## src/logic/lfsa_pkg.sv

```systemverilog
// lfsa_pkg: constants shared by the lock/fuse self-access device and its cpu-side end
// assumes a single 100 MHz clock on both ends
package lfsa_pkg;
	// ----------------------------------------
	// control/status register layout
	// ----------------------------------------
	localparam int unsigned CTRL_ENABLE_POS = 0;
	localparam int unsigned CTRL_LOCK_SEL_POS = 3;
	localparam logic [7:0] CTRL_LOCK_WRITE = 8'h09;
	localparam logic [7:0] CTRL_LOCK_WRITE_MASK = 8'h7f;
	localparam logic [7:0] CTRL_RESET = 8'h00;
	// ----------------------------------------
	// z-pointer selections
	// ----------------------------------------
	localparam logic [15:0] Z_FUSE_LOW = 16'h0000;
	localparam logic [15:0] Z_LOCK = 16'h0001;
	localparam logic [15:0] Z_FUSE_EXT = 16'h0002;
	localparam logic [15:0] Z_FUSE_HIGH = 16'h0003;
	// ----------------------------------------
	// timing
	// ----------------------------------------
	localparam int unsigned CLK_MHZ = 100;
	localparam int unsigned STORE_WINDOW = 4;
	localparam int unsigned LOAD_WINDOW = 3;
	localparam int unsigned PROG_MIN_US = 3700;
	localparam int unsigned PROG_MAX_US = 4500;
	localparam int unsigned PROG_CYCLES = PROG_MIN_US * CLK_MHZ;
	// ----------------------------------------
	// apb map of the cpu-side end
	// ----------------------------------------
	localparam logic [7:0] A_CMD = 8'h00;
	localparam logic [7:0] A_ZPTR = 8'h04;
	localparam logic [7:0] A_WORK = 8'h08;
	localparam logic [7:0] A_RESULT = 8'h0c;
	localparam logic [7:0] A_STATUS = 8'h10;
	localparam logic [7:0] A_IRQ_STAT = 8'h14;
	localparam logic [7:0] A_IRQ_MASK = 8'h18;
	localparam logic [7:0] A_CTRL_RD = 8'h1c;
	// command codes written to A_CMD
	localparam logic [1:0] CMD_SET_CTRL = 2'h1;
	localparam logic [1:0] CMD_STORE = 2'h2;
	localparam logic [1:0] CMD_LOAD = 2'h3;
	// interrupt status bits
	localparam int unsigned IRQ_DONE_POS = 0;
	localparam int unsigned IRQ_REFUSED_POS = 1;
	localparam int unsigned IRQ_IDLE_POS = 2;
endpackage : lfsa_pkg

```

## src/logic/lfsa_if.sv

```systemverilog
// lfsa_if: cpu-to-device link for control writes, store and load instructions
// assumes both ends run on the same clock
`timescale 1ns/1ns
interface lfsa_if;
	logic ctrl_wr;
	logic [7:0] ctrl_wdata;
	logic [7:0] ctrl_rdata;
	logic store;
	logic load;
	logic [15:0] zptr;
	logic [7:0] work;
	logic [7:0] load_data;
	logic load_special;
	logic load_refused;
	logic load_valid;
	modport dev (input ctrl_wr, input ctrl_wdata, output ctrl_rdata, input store, input load, input zptr,
		input work, output load_data, output load_special, output load_refused, output load_valid);
	modport cpu (output ctrl_wr, output ctrl_wdata, input ctrl_rdata, output store, output load, output zptr,
		output work, input load_data, input load_special, input load_refused, input load_valid);
endinterface : lfsa_if

```

## src/logic/lfsa_device.sv

```systemverilog
// lfsa_device: lock-bit programming and fuse/lock readback behind the cpu's control register
// assumes the cpu end keeps its timing windows and that eeprom busy comes from the same clock
`timescale 1ns/1ns
module lfsa_device #(
	parameter int unsigned PROG_CYCLES = lfsa_pkg::PROG_CYCLES,
	parameter logic [7:0] FUSE_LOW = 8'hff,
	parameter logic [7:0] FUSE_HIGH = 8'hff,
	parameter logic [2:0] FUSE_EXT = 3'h7
) (
	// clock and reset
	input wire logic clock_in,
	input wire logic rst_n_in,
	// cpu link
	lfsa_if.dev link,
	// eeprom controller and flash status
	input wire logic eeprom_write_strobe_in,
	input wire logic spm_irq_enable_in,
	output logic flash_readable_out,
	output logic prog_busy_out,
	output logic spm_irq_out,
	output logic [5:0] lock_bits_out
);
	// ----------------------------------------
	// state
	// ----------------------------------------
	typedef enum logic [1:0] {LFSA_IDLE, LFSA_ARMED, LFSA_PROG} lfsa_state_t;
	lfsa_state_t state;
	lfsa_state_t next_state;
	logic [7:0] selfprog_ctrl_status;
	logic [7:0] next_ctrl;
	logic [2:0] age;
	logic [2:0] next_age;
	logic [31:0] prog_count;
	// nonvolatile cells: the power-up value stands for erased cells, and reset leaves them alone
	logic [5:0] lock_store = 6'h3f;
	logic [5:0] lock_pending;
	logic [7:0] next_load_data;
	logic next_refused;

	// ----------------------------------------
	// decoding
	// ----------------------------------------
	wire lock_select_bit = selfprog_ctrl_status[lfsa_pkg::CTRL_LOCK_SEL_POS];
	wire selfprog_enable_bit = selfprog_ctrl_status[lfsa_pkg::CTRL_ENABLE_POS];
	wire read_armed = lock_select_bit && selfprog_enable_bit && state == LFSA_ARMED;
	wire is_lock_write = (selfprog_ctrl_status & lfsa_pkg::CTRL_LOCK_WRITE_MASK) == lfsa_pkg::CTRL_LOCK_WRITE;
	// a store may follow the control write by four cycles, a load only by three
	wire store_ok = state == LFSA_ARMED && is_lock_write && age < 3'(lfsa_pkg::STORE_WINDOW);
	wire load_in_window = read_armed && age < 3'(lfsa_pkg::LOAD_WINDOW);
	wire load_hit = link.load && load_in_window && !eeprom_write_strobe_in;
	wire start_prog = link.store && store_ok && !eeprom_write_strobe_in;
	wire window_over = age >= 3'(lfsa_pkg::STORE_WINDOW - 1) && !link.store && !link.load;
	wire prog_done = state == LFSA_PROG && prog_count == PROG_CYCLES - 1;
	// a control write outranks an instruction in the same cycle
	wire take_store = rst_n_in && start_prog && !link.ctrl_wr;
	wire close_window = !start_prog && (load_hit || (state == LFSA_ARMED && window_over));
	// age saturates so that a long run of loads or stores past the window cannot wrap it back into the window
	wire age_runs = state == LFSA_ARMED && !close_window && age != 3'h7;

	// ----------------------------------------
	// readback select
	// ----------------------------------------
	function automatic logic [7:0] lfsa_sel(input logic [15:0] z, input logic [5:0] lk);
		unique case (z)
			lfsa_pkg::Z_FUSE_LOW: lfsa_sel = FUSE_LOW;
			lfsa_pkg::Z_LOCK: lfsa_sel = {2'h3, lk};
			lfsa_pkg::Z_FUSE_EXT: lfsa_sel = {5'h1f, FUSE_EXT};
			lfsa_pkg::Z_FUSE_HIGH: lfsa_sel = FUSE_HIGH;
			default: lfsa_sel = 8'hff;
		endcase
	endfunction : lfsa_sel

	// ----------------------------------------
	// next values
	// ----------------------------------------
	assign next_state = link.ctrl_wr ? LFSA_ARMED : start_prog ? LFSA_PROG : close_window ? LFSA_IDLE : state;
	assign next_ctrl = link.ctrl_wr ? link.ctrl_wdata : close_window ? lfsa_pkg::CTRL_RESET : selfprog_ctrl_status;
	assign next_age = link.ctrl_wr ? 3'h0 : age_runs ? age + 3'h1 : age;
	assign next_refused = link.load && load_in_window && eeprom_write_strobe_in;
	assign next_load_data = load_hit ? lfsa_sel(link.zptr, lock_store) : 8'hff;

	// ----------------------------------------
	// control sequence
	// ----------------------------------------
	// a write in flight is tested before reset, so reset cannot cut it short
	always_ff @(posedge clock_in)
	begin
		if (state == LFSA_PROG)
		begin
			if (prog_done)
				state <= LFSA_IDLE;
		end
		else if (!rst_n_in)
			state <= LFSA_IDLE;
		else
			state <= next_state;
	end

	// the enable bit stays up through programming so software can poll for the end
	always_ff @(posedge clock_in)
	begin
		if (state == LFSA_PROG)
		begin
			if (prog_done)
				selfprog_ctrl_status <= lfsa_pkg::CTRL_RESET;
		end
		else if (!rst_n_in)
			selfprog_ctrl_status <= lfsa_pkg::CTRL_RESET;
		else
			selfprog_ctrl_status <= next_ctrl;
	end

	// ----------------------------------------
	// window timing
	// ----------------------------------------
	always_ff @(posedge clock_in)
	begin
		if (!rst_n_in)
			age <= 3'h0;
		else
			age <= next_age;
	end

	// ----------------------------------------
	// programming timer
	// ----------------------------------------
	// the timer ignores reset so a started write completes
	always_ff @(posedge clock_in)
	begin
		if (state == LFSA_PROG && !prog_done)
			prog_count <= prog_count + 32'h1;
		else
			prog_count <= 32'h0;
	end

	// ----------------------------------------
	// lock cells
	// ----------------------------------------
	// zero work bits pick the cells to program; the z-pointer plays no part
	always_ff @(posedge clock_in)
	begin
		if (take_store)
			lock_pending <= ~link.work[5:0];
	end

	// cells only ever move towards programmed; erase is out of reach from here
	always_ff @(posedge clock_in)
	begin
		if (prog_done)
			lock_store <= lock_store & ~lock_pending;
	end

	// ----------------------------------------
	// load answers
	// ----------------------------------------
	// every load is answered one cycle later, whatever the mode
	always_ff @(posedge clock_in)
	begin
		if (!rst_n_in)
		begin
			link.load_data <= 8'h00;
			link.load_valid <= 1'b0;
			link.load_special <= 1'b0;
			link.load_refused <= 1'b0;
		end
		else
		begin
			link.load_valid <= link.load;
			link.load_special <= load_hit;
			link.load_refused <= next_refused;
			link.load_data <= next_load_data;
		end
	end

	// ----------------------------------------
	// status outputs
	// ----------------------------------------
	// lock programming touches no array the core fetches from, so fetch never stalls
	assign link.ctrl_rdata = selfprog_ctrl_status;
	assign flash_readable_out = 1'b1;
	assign prog_busy_out = state == LFSA_PROG;
	assign spm_irq_out = spm_irq_enable_in && !selfprog_enable_bit;
	assign lock_bits_out = lock_store;
endmodule : lfsa_device

```

## src/flat_wrapper.sv

```systemverilog
// flat-port wrapper written by rule: the top's interface ports become plain ports
module lfsa_device_flat 
#(
	parameter int unsigned PROG_CYCLES = lfsa_pkg::PROG_CYCLES,
	parameter logic [7:0] FUSE_LOW = 8'hff,
	parameter logic [7:0] FUSE_HIGH = 8'hff,
	parameter logic [2:0] FUSE_EXT = 3'h7
)
  (clock_in, rst_n_in, eeprom_write_strobe_in, spm_irq_enable_in, flash_readable_out, prog_busy_out, spm_irq_out, lock_bits_out, link_ctrl_wr, link_ctrl_wdata, link_ctrl_rdata, link_store, link_load, link_zptr, link_work, link_load_data, link_load_special, link_load_refused, link_load_valid);
  lfsa_if link_i ();
  input wire logic clock_in;
  input wire logic rst_n_in;
  input wire logic eeprom_write_strobe_in;
  input wire logic spm_irq_enable_in;
  output logic flash_readable_out;
  output logic prog_busy_out;
  output logic spm_irq_out;
  output logic [5:0] lock_bits_out;
  input wire logic [$bits(link_i.ctrl_wr)-1:0] link_ctrl_wr;
  input wire logic [$bits(link_i.ctrl_wdata)-1:0] link_ctrl_wdata;
  output wire logic [$bits(link_i.ctrl_rdata)-1:0] link_ctrl_rdata;
  input wire logic [$bits(link_i.store)-1:0] link_store;
  input wire logic [$bits(link_i.load)-1:0] link_load;
  input wire logic [$bits(link_i.zptr)-1:0] link_zptr;
  input wire logic [$bits(link_i.work)-1:0] link_work;
  output wire logic [$bits(link_i.load_data)-1:0] link_load_data;
  output wire logic [$bits(link_i.load_special)-1:0] link_load_special;
  output wire logic [$bits(link_i.load_refused)-1:0] link_load_refused;
  output wire logic [$bits(link_i.load_valid)-1:0] link_load_valid;
  assign link_i.ctrl_wr = link_ctrl_wr;
  assign link_i.ctrl_wdata = link_ctrl_wdata;
  assign link_ctrl_rdata = link_i.ctrl_rdata;
  assign link_i.store = link_store;
  assign link_i.load = link_load;
  assign link_i.zptr = link_zptr;
  assign link_i.work = link_work;
  assign link_load_data = link_i.load_data;
  assign link_load_special = link_i.load_special;
  assign link_load_refused = link_i.load_refused;
  assign link_load_valid = link_i.load_valid;
  lfsa_device #(.PROG_CYCLES(PROG_CYCLES), .FUSE_LOW(FUSE_LOW), .FUSE_HIGH(FUSE_HIGH), .FUSE_EXT(FUSE_EXT)) u_core (.clock_in(clock_in), .rst_n_in(rst_n_in), .link(link_i), .eeprom_write_strobe_in(eeprom_write_strobe_in), .spm_irq_enable_in(spm_irq_enable_in), .flash_readable_out(flash_readable_out), .prog_busy_out(prog_busy_out), .spm_irq_out(spm_irq_out), .lock_bits_out(lock_bits_out));
endmodule
```

## config.mk

```make
export PLATFORM = sky130hd
export DESIGN_NAME = lfsa_device_flat
export DESIGN_NICKNAME = d
export VERILOG_FILES = /design/src/logic/lfsa_pkg.sv /design/src/logic/lfsa_if.sv /design/src/logic/lfsa_device.sv /design/src/flat_wrapper.sv
export SDC_FILE = /design/constraint.sdc
export NUM_CORES = 1
export LEC_CHECK = 0
export BUFFER_PORTS_ARGS = -buffer_cell sky130_fd_sc_hd__buf_2
export CORE_MARGIN = 4
export CORE_UTILIZATION = 54
export DETAILED_ROUTE_END_ITERATION = 10
export PLACE_DENSITY = 0.89
export SYNTH_ARGS = -nofsm -noshare
export SYNTH_HDL_FRONTEND = slang
export SYNTH_SLANG_ARGS = --single-unit
export TNS_END_PERCENT = 1
```

## constraint.sdc

```tcl
create_clock -name clock_in -period 3.05 [get_ports clock_in]
set_clock_uncertainty 0.05 [all_clocks]
set_input_delay 0.1525 -clock clock_in [delete_from_list [all_inputs] [get_ports clock_in]]
set_output_delay 0.1525 -clock clock_in [all_outputs]
set_load 0.01 [all_outputs]
```

-- Word-level counts from Yosys, hierarchy flattened
Cells that the tools add are included.
- bits in registers: 68
- logic and storage cells: 74
- output and inout port bits: 28
- multiplexer cells: 13
- $add $sub $neg: 2
- eq/ne operators: 9
- bitwise gates (word level): 4
- order comparisons: 3
- reductions and logical operators: 33
- operators by type and width (operator ; count):
    $mux 8 ; 6
    $add 32x1->32 const B ; 1
    $eq 32x19->1 const B ; 1
    $logic_and 1x1->1 ; 21
    $eq 16x1->1 const B ; 1
    $mux 2 ; 6
    $not 6->6 ; 2
    $logic_not 1->1 ; 8
    $eq 7x4->1 const B ; 1
    $and 6x6->6 ; 1
    $mux 6 ; 1
    $ne 5x1->1 const B ; 1
    $ne 4x1->1 const B ; 1
    $reduce_and 2->1 ; 2
    $add 3x1->3 const B ; 1
    $ge 3x2->1 const B ; 1
    $lt 3x2->1 const B ; 1
    $lt 3x3->1 const B ; 1
    $ne 3x3->1 const B ; 1
    $eq 2x1->1 const B ; 1
    $eq 2x2->1 const B ; 1
    $ne 2x1->1 const B ; 1
    $reduce_or 2->1 ; 1
    $logic_or 1x1->1 ; 1
    $not 1->1 ; 1

-- Logic depth before layout (Yosys ltp)
Gate-level depths: netlist of run 1.
- depth in word-level cells: 12
- depth in mapped cells: 7
- depth with buffers taken out: 7

-- Worst setup path after synthesis of run 1
OpenSTA, ideal clock, no wires.
- path kind: reg-to-reg
- start: reg u_core.age[0]
- end: reg u_core.selfprog_ctrl_status[0], in the netlist u_core.link.ctrl_rdata[0], enable pin
- required time: 2.623 ns
- slack: 0.747 ns
- data arrival time: 1.875 ns
- buffers on the path: 0
- period minus slack after synthesis: 2.303 ns
- cell stages (with the launch flop): 7
- path through: dfxtp_1 > ha_1 > ha_1 > a211oi_1 > or4_1 > a22o_1 > a22oi_1
- word-level cells in the longest chain between the ends: 8
- elaborated cells on any way between the ends: 17
- RTL lines (item ; RTL line ; source):
    start, declared ; lfsa_device.sv:31 ; logic [2:0] age;
    start signal, assigned ; lfsa_device.sv:121 ; age <= next_age;
    $lt 3x3->1, or another cell as far along ; lfsa_device.sv:48 ; wire store_ok = state == LFSA_ARMED && is_lock_write && age < 3'(lfsa_pkg::STORE_WINDOW);
    $logic_and 1x1->1, on equally long branches ; lfsa_device.sv:48, lfsa_device.sv:49, lfsa_device.sv:52 ;
    $logic_and 1x1->1, on equally long branches ; lfsa_device.sv:51, lfsa_device.sv:50, lfsa_device.sv:52 ;
    $logic_and 1x1->1, on equally long branches ; lfsa_device.sv:51, lfsa_device.sv:50, lfsa_device.sv:56 ;
    $logic_not 1->1 / $logic_or 1x1->1 (equally long branches) ; lfsa_device.sv:56 ; wire close_window = !start_prog && (load_hit || (state == LFSA_ARMED && window_over));
    $logic_and 1x1->1 (*) ; lfsa_device.sv:56 ;
    $ne 4x1->1 (no source line) (*) ; -- ;
    $reduce_and 2->1 (no source line) (*) ; -- ;
    end signal, assigned ; lfsa_device.sv:105 ; selfprog_ctrl_status <= lfsa_pkg::CTRL_RESET;
    end signal, assigned ; lfsa_device.sv:108 ; selfprog_ctrl_status <= lfsa_pkg::CTRL_RESET;
    end signal, assigned ; lfsa_device.sv:110 ; selfprog_ctrl_status <= next_ctrl;
    end, declared ; lfsa_device.sv:29 ; logic [7:0] selfprog_ctrl_status;
Mark *: on every way between the ends. The rest lies on a longest branch, timed or not.
A chain may end at the register's enable or synchronous reset.

-- Worst setup path in the final report of run 1
- start: reg u_core.age[0]
- end: reg u_core.selfprog_ctrl_status[5], in the netlist u_core.link.ctrl_rdata[5], enable pin
The elaborated chain is that of the path after synthesis.

==> results of run 1 <==
-- cell usage in the layout, fill, tap and decap left out, types with 2 or more instances in the layout --
master,n
clkbuf_1,4
buf_4,3
xor2_1,20
nand3_1,11
o21ai_0,5
nand2b_1,3
nand2_1,14
nor3_4,2
clkbuf_8,9
and3_1,13
edfxtp_1,22
nor2_2,2
ha_1,4
or3_1,4
buf_2,63
or4_1,3
nor4_1,7
nor3_1,3
nand4_1,16
a22oi_1,2
dfxtp_1,45
xnor2_1,7
nor4b_1,4
o21a_1,6
nor2_1,37
nor2b_1,7
a22o_1,2
a21oi_1,7
inv_1,9
or4b_1,3
and2_1,12
-- cell type report --
| class | instances | area, um2 |
|---|---|---|
| Clock inverter | 3 | 16.27 |
| Fill cell | 393 | 1712 |
| Tap cell | 70 | 87.58 |
| Multi-Input combinational cell | 207 | 1340 |
| Clock buffer | 13 | 138.9 |
| Timing Repair Buffer | 67 | 347.8 |
| Inverter | 9 | 33.78 |
| Sequential cell | 67 | 1562 |
-- timing repair --
item                                    CTS  global route
endpoints found under the setup margin    0             0
hold buffers                              1             0
hold endpoints to repair                  1             0
-- state kept, by name, summed over array words and instances, names as in the netlist --
name,cells
u_core.state,2
u_core.link.load_refused,1
u_core.link.ctrl_rdata,8
u_core.prog_count,32
u_core.link.load_data,7
u_core.link.load_special,1
u_core.lock_pending,6
u_core.link.load_valid,1
u_core.age,3
u_core.lock_bits_out,6
-- where the power goes --
group | internal, W | total [W] | switching (W)
Combinational | 0.0000601 | 0.000139 | 0.0000785
Clock | 0.000292 | 0.000595 | 0.000302
Sequential | 0.000951 | 0.000968 | 0.0000168
Total | 0.00130 | 0.00170 | 0.000398
-- stage by stage --
stage | cell area [um2] | total power (W)
after global placement | 3361 | 0.001117
after global routing | 3526 | 0.001777
final | 3526 | 0.001701
after detailed placement | 3361 | 0.001125
after floorplan | 2997 | 0.001065
after CTS | 3526 | 0.001719
-- path summary, 6_finish.rpt --
check                             startpoint                                 endpoint  cells past startpoint
min                                link_load        u_core.link.load_valid$_SDFF_PN0_                      2
min reg2reg  u_core.prog_count[0]$_SDFF_PN0_          u_core.prog_count[0]$_SDFF_PN0_                      1
max reg2reg       u_core.age[0]$_SDFFE_PP0P_  u_core.link.ctrl_rdata[5]$_SDFFCE_PP0P_                      7
max               u_core.age[0]$_SDFFE_PP0P_  u_core.link.ctrl_rdata[5]$_SDFFCE_PP0P_                      7
-- routing by layer --
metal / GRT usage / part of all wire
met2: 0.3389 / 0.50
met1: 0.2439 / 0.42
met4: 0.09804 / 0.0097
met3: 0.03905 / 0.077
met5: 0 / 0
-- critical path: stages, from the launching register on --
cell	delay, ns
dfxtp_1	0.42
ha_1	0.22
ha_1	0.16
a211oi_1	0.04
or4_1	0.45
a22o_1	0.27
a22oi_1	0.18
buf_4	0.21
-- cells by family (layout without fill, tap and decap cells) --
logic type	Yosys count	after routing	synth area share
flops	67	67	0.5211
simple gates	151	151	0.2994
compound gates	24	24	0.05094
buf+inv	17	92	0.03173
fa+ha+maj	4	4	0.01670
other cells	1	1	0.001251
xor+xnor	27	27	0.07892
==> impl_results.md, run 1 <==
- Run status: complete, no violations
- Pre-CTS WS: 0.8034 ns
- WS Path Type: flip-flop to flip-flop
- Syn Nets: 334
- Initial core utilization: 0.5721
- Avg Cell Area, Syn: 10.30 um2
- Power Dens Cells: 482.5 nW/um2
- Clk slew on worst S/H paths: roughly 0.070 ns
- Post-CTS Setup Inserts: 0
- Pre-Repair DR Iteration Count: 4
- Synth area leaders: dfxtp_1 30%, edfxtp_1 22%, xor2_1 5.8%
- Placed insts: roughly 420
- Worst VDD drop: 239.7 uV
- Die footprint: 6805 um2
- Largest net degree at the start of global routing: 32
- Max Slew Vio Count: 0
- Placer Congestion: 0.8840
- Post-synth EDFFs: 22
- Post-Layout Cell Count: 436
- Period utilization: 0.7469
- Top Ports: 67
- CP Max Fanout: 8
- Synth top cells by count: 45 x dfxtp_1, 37 x nor2_1, 22 x edfxtp_1
- Setup_tns: 0 ns
- DRC: 0
- Clock Tree Root: clkbuf_8
- Worst Setup End Kind: flip-flop
- Ys Warns: 0
- WL final: 6.500 mm
- Total global-route track usage: 0.2005
- Vias in the first global route: 2,307
- Layout Area Growth over Synthesis: 17.66%
- Final worst slack: 0.7720 ns
- Final hold vios: 0
- DP HPWL: about 4.7 mm
- Antenna violations before repair: 0
- Hold_ws: about 0.023 ns
- Sequential share of the synthesized area: 0.5211
- Max_slew headroom: 0.6232
- Post-Syn Area: around 3000 um2
- Netlist cell types: 44
- Routed Antenna Nets: 0
- H-tree depth: 3
- Top-count cell post-synth: dfxtp_1
- Nets: 404
- Critical path arrival: 2.27 ns
- Layout cells sized above 1: 0.2377
- Asr flop ratio synth: 0
- Die width: roughly 82 um
- First-pass GRT wire length: 10.27 mm
- 1st-iter DRT viols: between 100 and 150
- ANT cells: 0
- Vias/cell: 5.438
- PostCTS Resize Cnt: 0
- Actual slew at the worst max-slew pin: ~0.56 ns
- FF-to-FF setup slack: 0.77 ns
- Worst hold path class: input pin to flip-flop
- Post-Syn Instances: 291
- Max-cap violations: 0
- Fin util: 0.6732
- RSZ-0062 raised after global routing: false
- Die Y: 82.50 um
- Total number of vias: around 2,400
- Top FF cell, synth: dfxtp_1
- Leakage power: 1.448 nW
- WP data required: 3.04 ns
- Tmin final: 2.278 ns
- Routed len/inst: 14.91 um
- FF+latch count, synth: 67
- CP Launch Type: flip-flop
- Port Buffer Count: 63
- Final setup violation count: 0
- Core area: between 5000 and 6000 um2
- CTS tree: done
- Area share of the largest cell type after synthesis: 0.3006
- Clock Latency Late Sink: 0.33 ns
- FP Rows: 26
- GRT overflow: 0
- CTS Sinks: 67
- CTS Buffer Depth: 2
- Highest Clock Rate: 0.4390 GHz
- CTS Buf Count: 9
- Cell taking the most area after synthesis: dfxtp_1
Power figures use the tool's default switching activity.
==> run 2: changes to the inputs <==
clock period = 2.3 ns   (was 3.05 ns; I/O delays follow)
==> run 2 against run 1 <==
Compared with the run above:
- fmax grew 1.9%
- first-iteration DRC count is 45% higher
- final area is 8.6% higher
- sequential cell count unchanged
- clock power increased by 45%
- die area unchanged
- register-to-register slack got worse by 0.71 ns
- worst hold slack better by 0.11 ns
- utilization is 5.8 points higher
- total power up 39%
- sequential share of layout area down 3.5 points
- via count grew 6.7%
- critical endpoint unchanged
==> impl_results.md, run 2 (synthesized netlist as in run 1, its figures left out) <==
- Worst Setup End Kind: flip-flop
- Placer Congestion: 0.8962 (+1.4%)
- Clock Latency Late Sink: 0.35 ns (+0.02 ns)
- Most flops, register: u_core.prog_count
- CTS Sinks: 67 (unchanged)
- Final setup violation count: 0 (unchanged)
- H-tree depth: 3 (unchanged)
- FP Rows: 26 (unchanged)
- Power Dens Cells: 617.0 nW/um2 (+28%)
- Max-cap violations: 0 (unchanged)
- Port Buffer Count: 63 (unchanged)
- Worst hold path class: input pin to flip-flop
- RSZ-0062 raised after global routing: false
- Max Slew Vio Count: 0 (unchanged)
- Setup_tns: 0 ns (unchanged)
- ANT cells: 0 (unchanged)
- Tmin final: 2.235 ns (-0.04338 ns)
- Vias in the first global route: 2,446 (+6.0%)
- Total number of vias: 2,529 (+6.7%)
- Core area: 5238 um2 (unchanged)
- Routed len/inst: 15.45 um (+3.7%)
- Die Y: 82.50 um (unchanged)
- Reg-to-reg startpoint: u_core.age[1]$_SDFFE_PP0P_
- Layout Area Growth over Synthesis: 27.72%
- CTS Buffer Depth: 2 (unchanged)
- Vias/cell: 5.439 (about the same)
- WP data required: 2.32 ns (-0.72 ns)
- R2R cell count: 7 (unchanged)
- Most frequent cells in the layout: 63 x buf_2, 44 x dfxtp_1, 37 x nor2_1, 22 x edfxtp_1, 20 x xor2_1
- Routed Antenna Nets: 0 (unchanged)
- Die width: 82.50 um (unchanged)
- Nets: 433 (+7.2%)
- Clk slew on worst S/H paths: 0.07 ns (about the same)
- CP Max Fanout: 8 (unchanged)
- WL final: 7.186 mm (+11%)
- Total global-route track usage: 0.2233 (+0.02289)
- Worst Setup EP: u_core.link.ctrl_rdata[5]$_SDFFCE_PP0P_
- GRT overflow: 0 (unchanged)
- Pre-Repair DR Iteration Count: 4 (unchanged)
- DP HPWL: 4.823 mm (+3.7%)
- FF-to-FF setup slack: 0.07 ns (-0.71 ns)
- Commonest non-fill, non-tap cell in the layout: buf_2
- Final hold vios: 0 (unchanged)
- Largest net degree at the start of global routing: 32 (unchanged)
- Worst VDD drop: 588.7 uV (+150%)
- Top Ports: 67 (unchanged)
- Hold_sp: link_ctrl_wr
- CP Launch Type: flip-flop
- Reg2reg end: u_core.link.ctrl_rdata[5]$_SDFFCE_PP0P_
- Final worst slack: 0.06535 ns (-0.7066 ns)
- Critical Path Source: u_core.age[1]$_SDFFE_PP0P_
- Antenna violations before repair: 0 (unchanged)
- CTS tree: done
- 1st-iter DRT viols: 159 (+45%)
- Period utilization: 0.9716 (+0.2247)
- CTS Buf Count: 9 (unchanged)
- First-pass GRT wire length: 11.15 mm (+8.6%)
- Highest Clock Rate: 0.4475 GHz (+1.9%)
- Layout cells sized above 1: 0.2684 (+0.03065)
- Run status: complete, no violations
- Clock Tree Root: clkbuf_8
- Die footprint: 6805 um2 (unchanged)
- Max reg flops: 32 (unchanged)
- Post-CTS Setup Inserts: 0 (unchanged)
- DRC: 0 (unchanged)
- Initial core utilization: 0.5721 (unchanged)
- Pre-CTS WS: 0.09407 ns (-0.7094 ns)
- WS Path Type: flip-flop to flip-flop
- Critical path arrival: 2.25 ns (-0.02 ns)
- Leakage power: 1.610 nW (+11%)
==> run 2: cell count changes in the layout (fill, tap and decap cells not counted), moves of 2 or more <==
cell	previous run	this run
clkbuf_1	4	2
clkbuf_8	9	11
dlygate4sd3_1	1	17
clkinv_2	1	3
buf_4	3	15
==> run 2: layout make-up <==
cell class,instances,area [um2]
fillers,355,1410
repair buffers,96,618.1
clock buffers,13,158.9
clock inverters,3,15.01
multi-input cells,207,1351
inverters,9,33.78
flip-flops and latches,67,1563
well taps,70,87.58
==> run 2: worst max-delay path, stage by stage (launching register included) <==
cell and delay [ns]:
dfxtp_1 0.39, ha_1 0.21, ha_1 0.15, a211oi_1 0.04
or4_1 0.46, a22o_1 0.28, a22oi_2 0.16, buf_4 0.20
==> run 2: power by group <==
part / total, W / internal [W] / switching (W)
Combinational: 0.000217 / 0.000103 / 0.000114
Clock: 0.000860 / 0.000445 / 0.000416
Sequential: 0.00128 / 0.00126 / 0.0000229
Total: 0.00236 / 0.00181 / 0.000552
==> run 2: what timing repair did <==
| item | CTS | global route |
|---|---|---|
| hold buffers | 17 | 0 |
| setup endpoints to repair | 0 | 8 |
| hold endpoints to repair | 17 | 0 |
| resized for setup | 0 | 2 |
==> run 2: worst min path at each step <==
stage	end	cells after the start
after floorplan	u_core.link.load_data[6]$_SDFF_PN0_	0
final	u_core.age[0]$_SDFFE_PP0P_	3
after global placement	u_core.link.load_data[6]$_SDFF_PN0_	1
after detailed placement	u_core.lock_pending[3]$_DFFE_PP_	2
after global routing	u_core.age[1]$_SDFFE_PP0P_	3
after CTS	u_core.age[0]$_SDFFE_PP0P_	3
==> run 2: through the flow <==
| stage | hold WS, ns | cells | power [W] | area (um2) | util |
|---|---|---|---|---|---|
| after global placement | 0.3113 | 432 | 0.001489 | 3476 | 0.6636 |
| after floorplan | 0.09272 | 291 | 0.001414 | 3002 | - |
| after CTS | 0.1266 | 465 | 0.002373 | 3820 | 0.7293 |
| final | 0.1323 | 465 | 0.002362 | 3827 | 0.7308 |
| after detailed placement | 0.3187 | 432 | 0.001499 | 3476 | 0.6636 |
| after global routing | 0.1444 | 465 | 0.002467 | 3827 | 0.7308 |
==> run 2: per-layer routing <==
metal | up-vias | wire [um] | track usage
met5 | - | 0 | 0
met4 | 0 | 99 | 0.07353
met3 | 11 | 556 | 0.08351
met2 | 87 | 3529 | 0.3862
met1 | 1202 | 3001 | 0.2540
li1 | 1229 | - | -
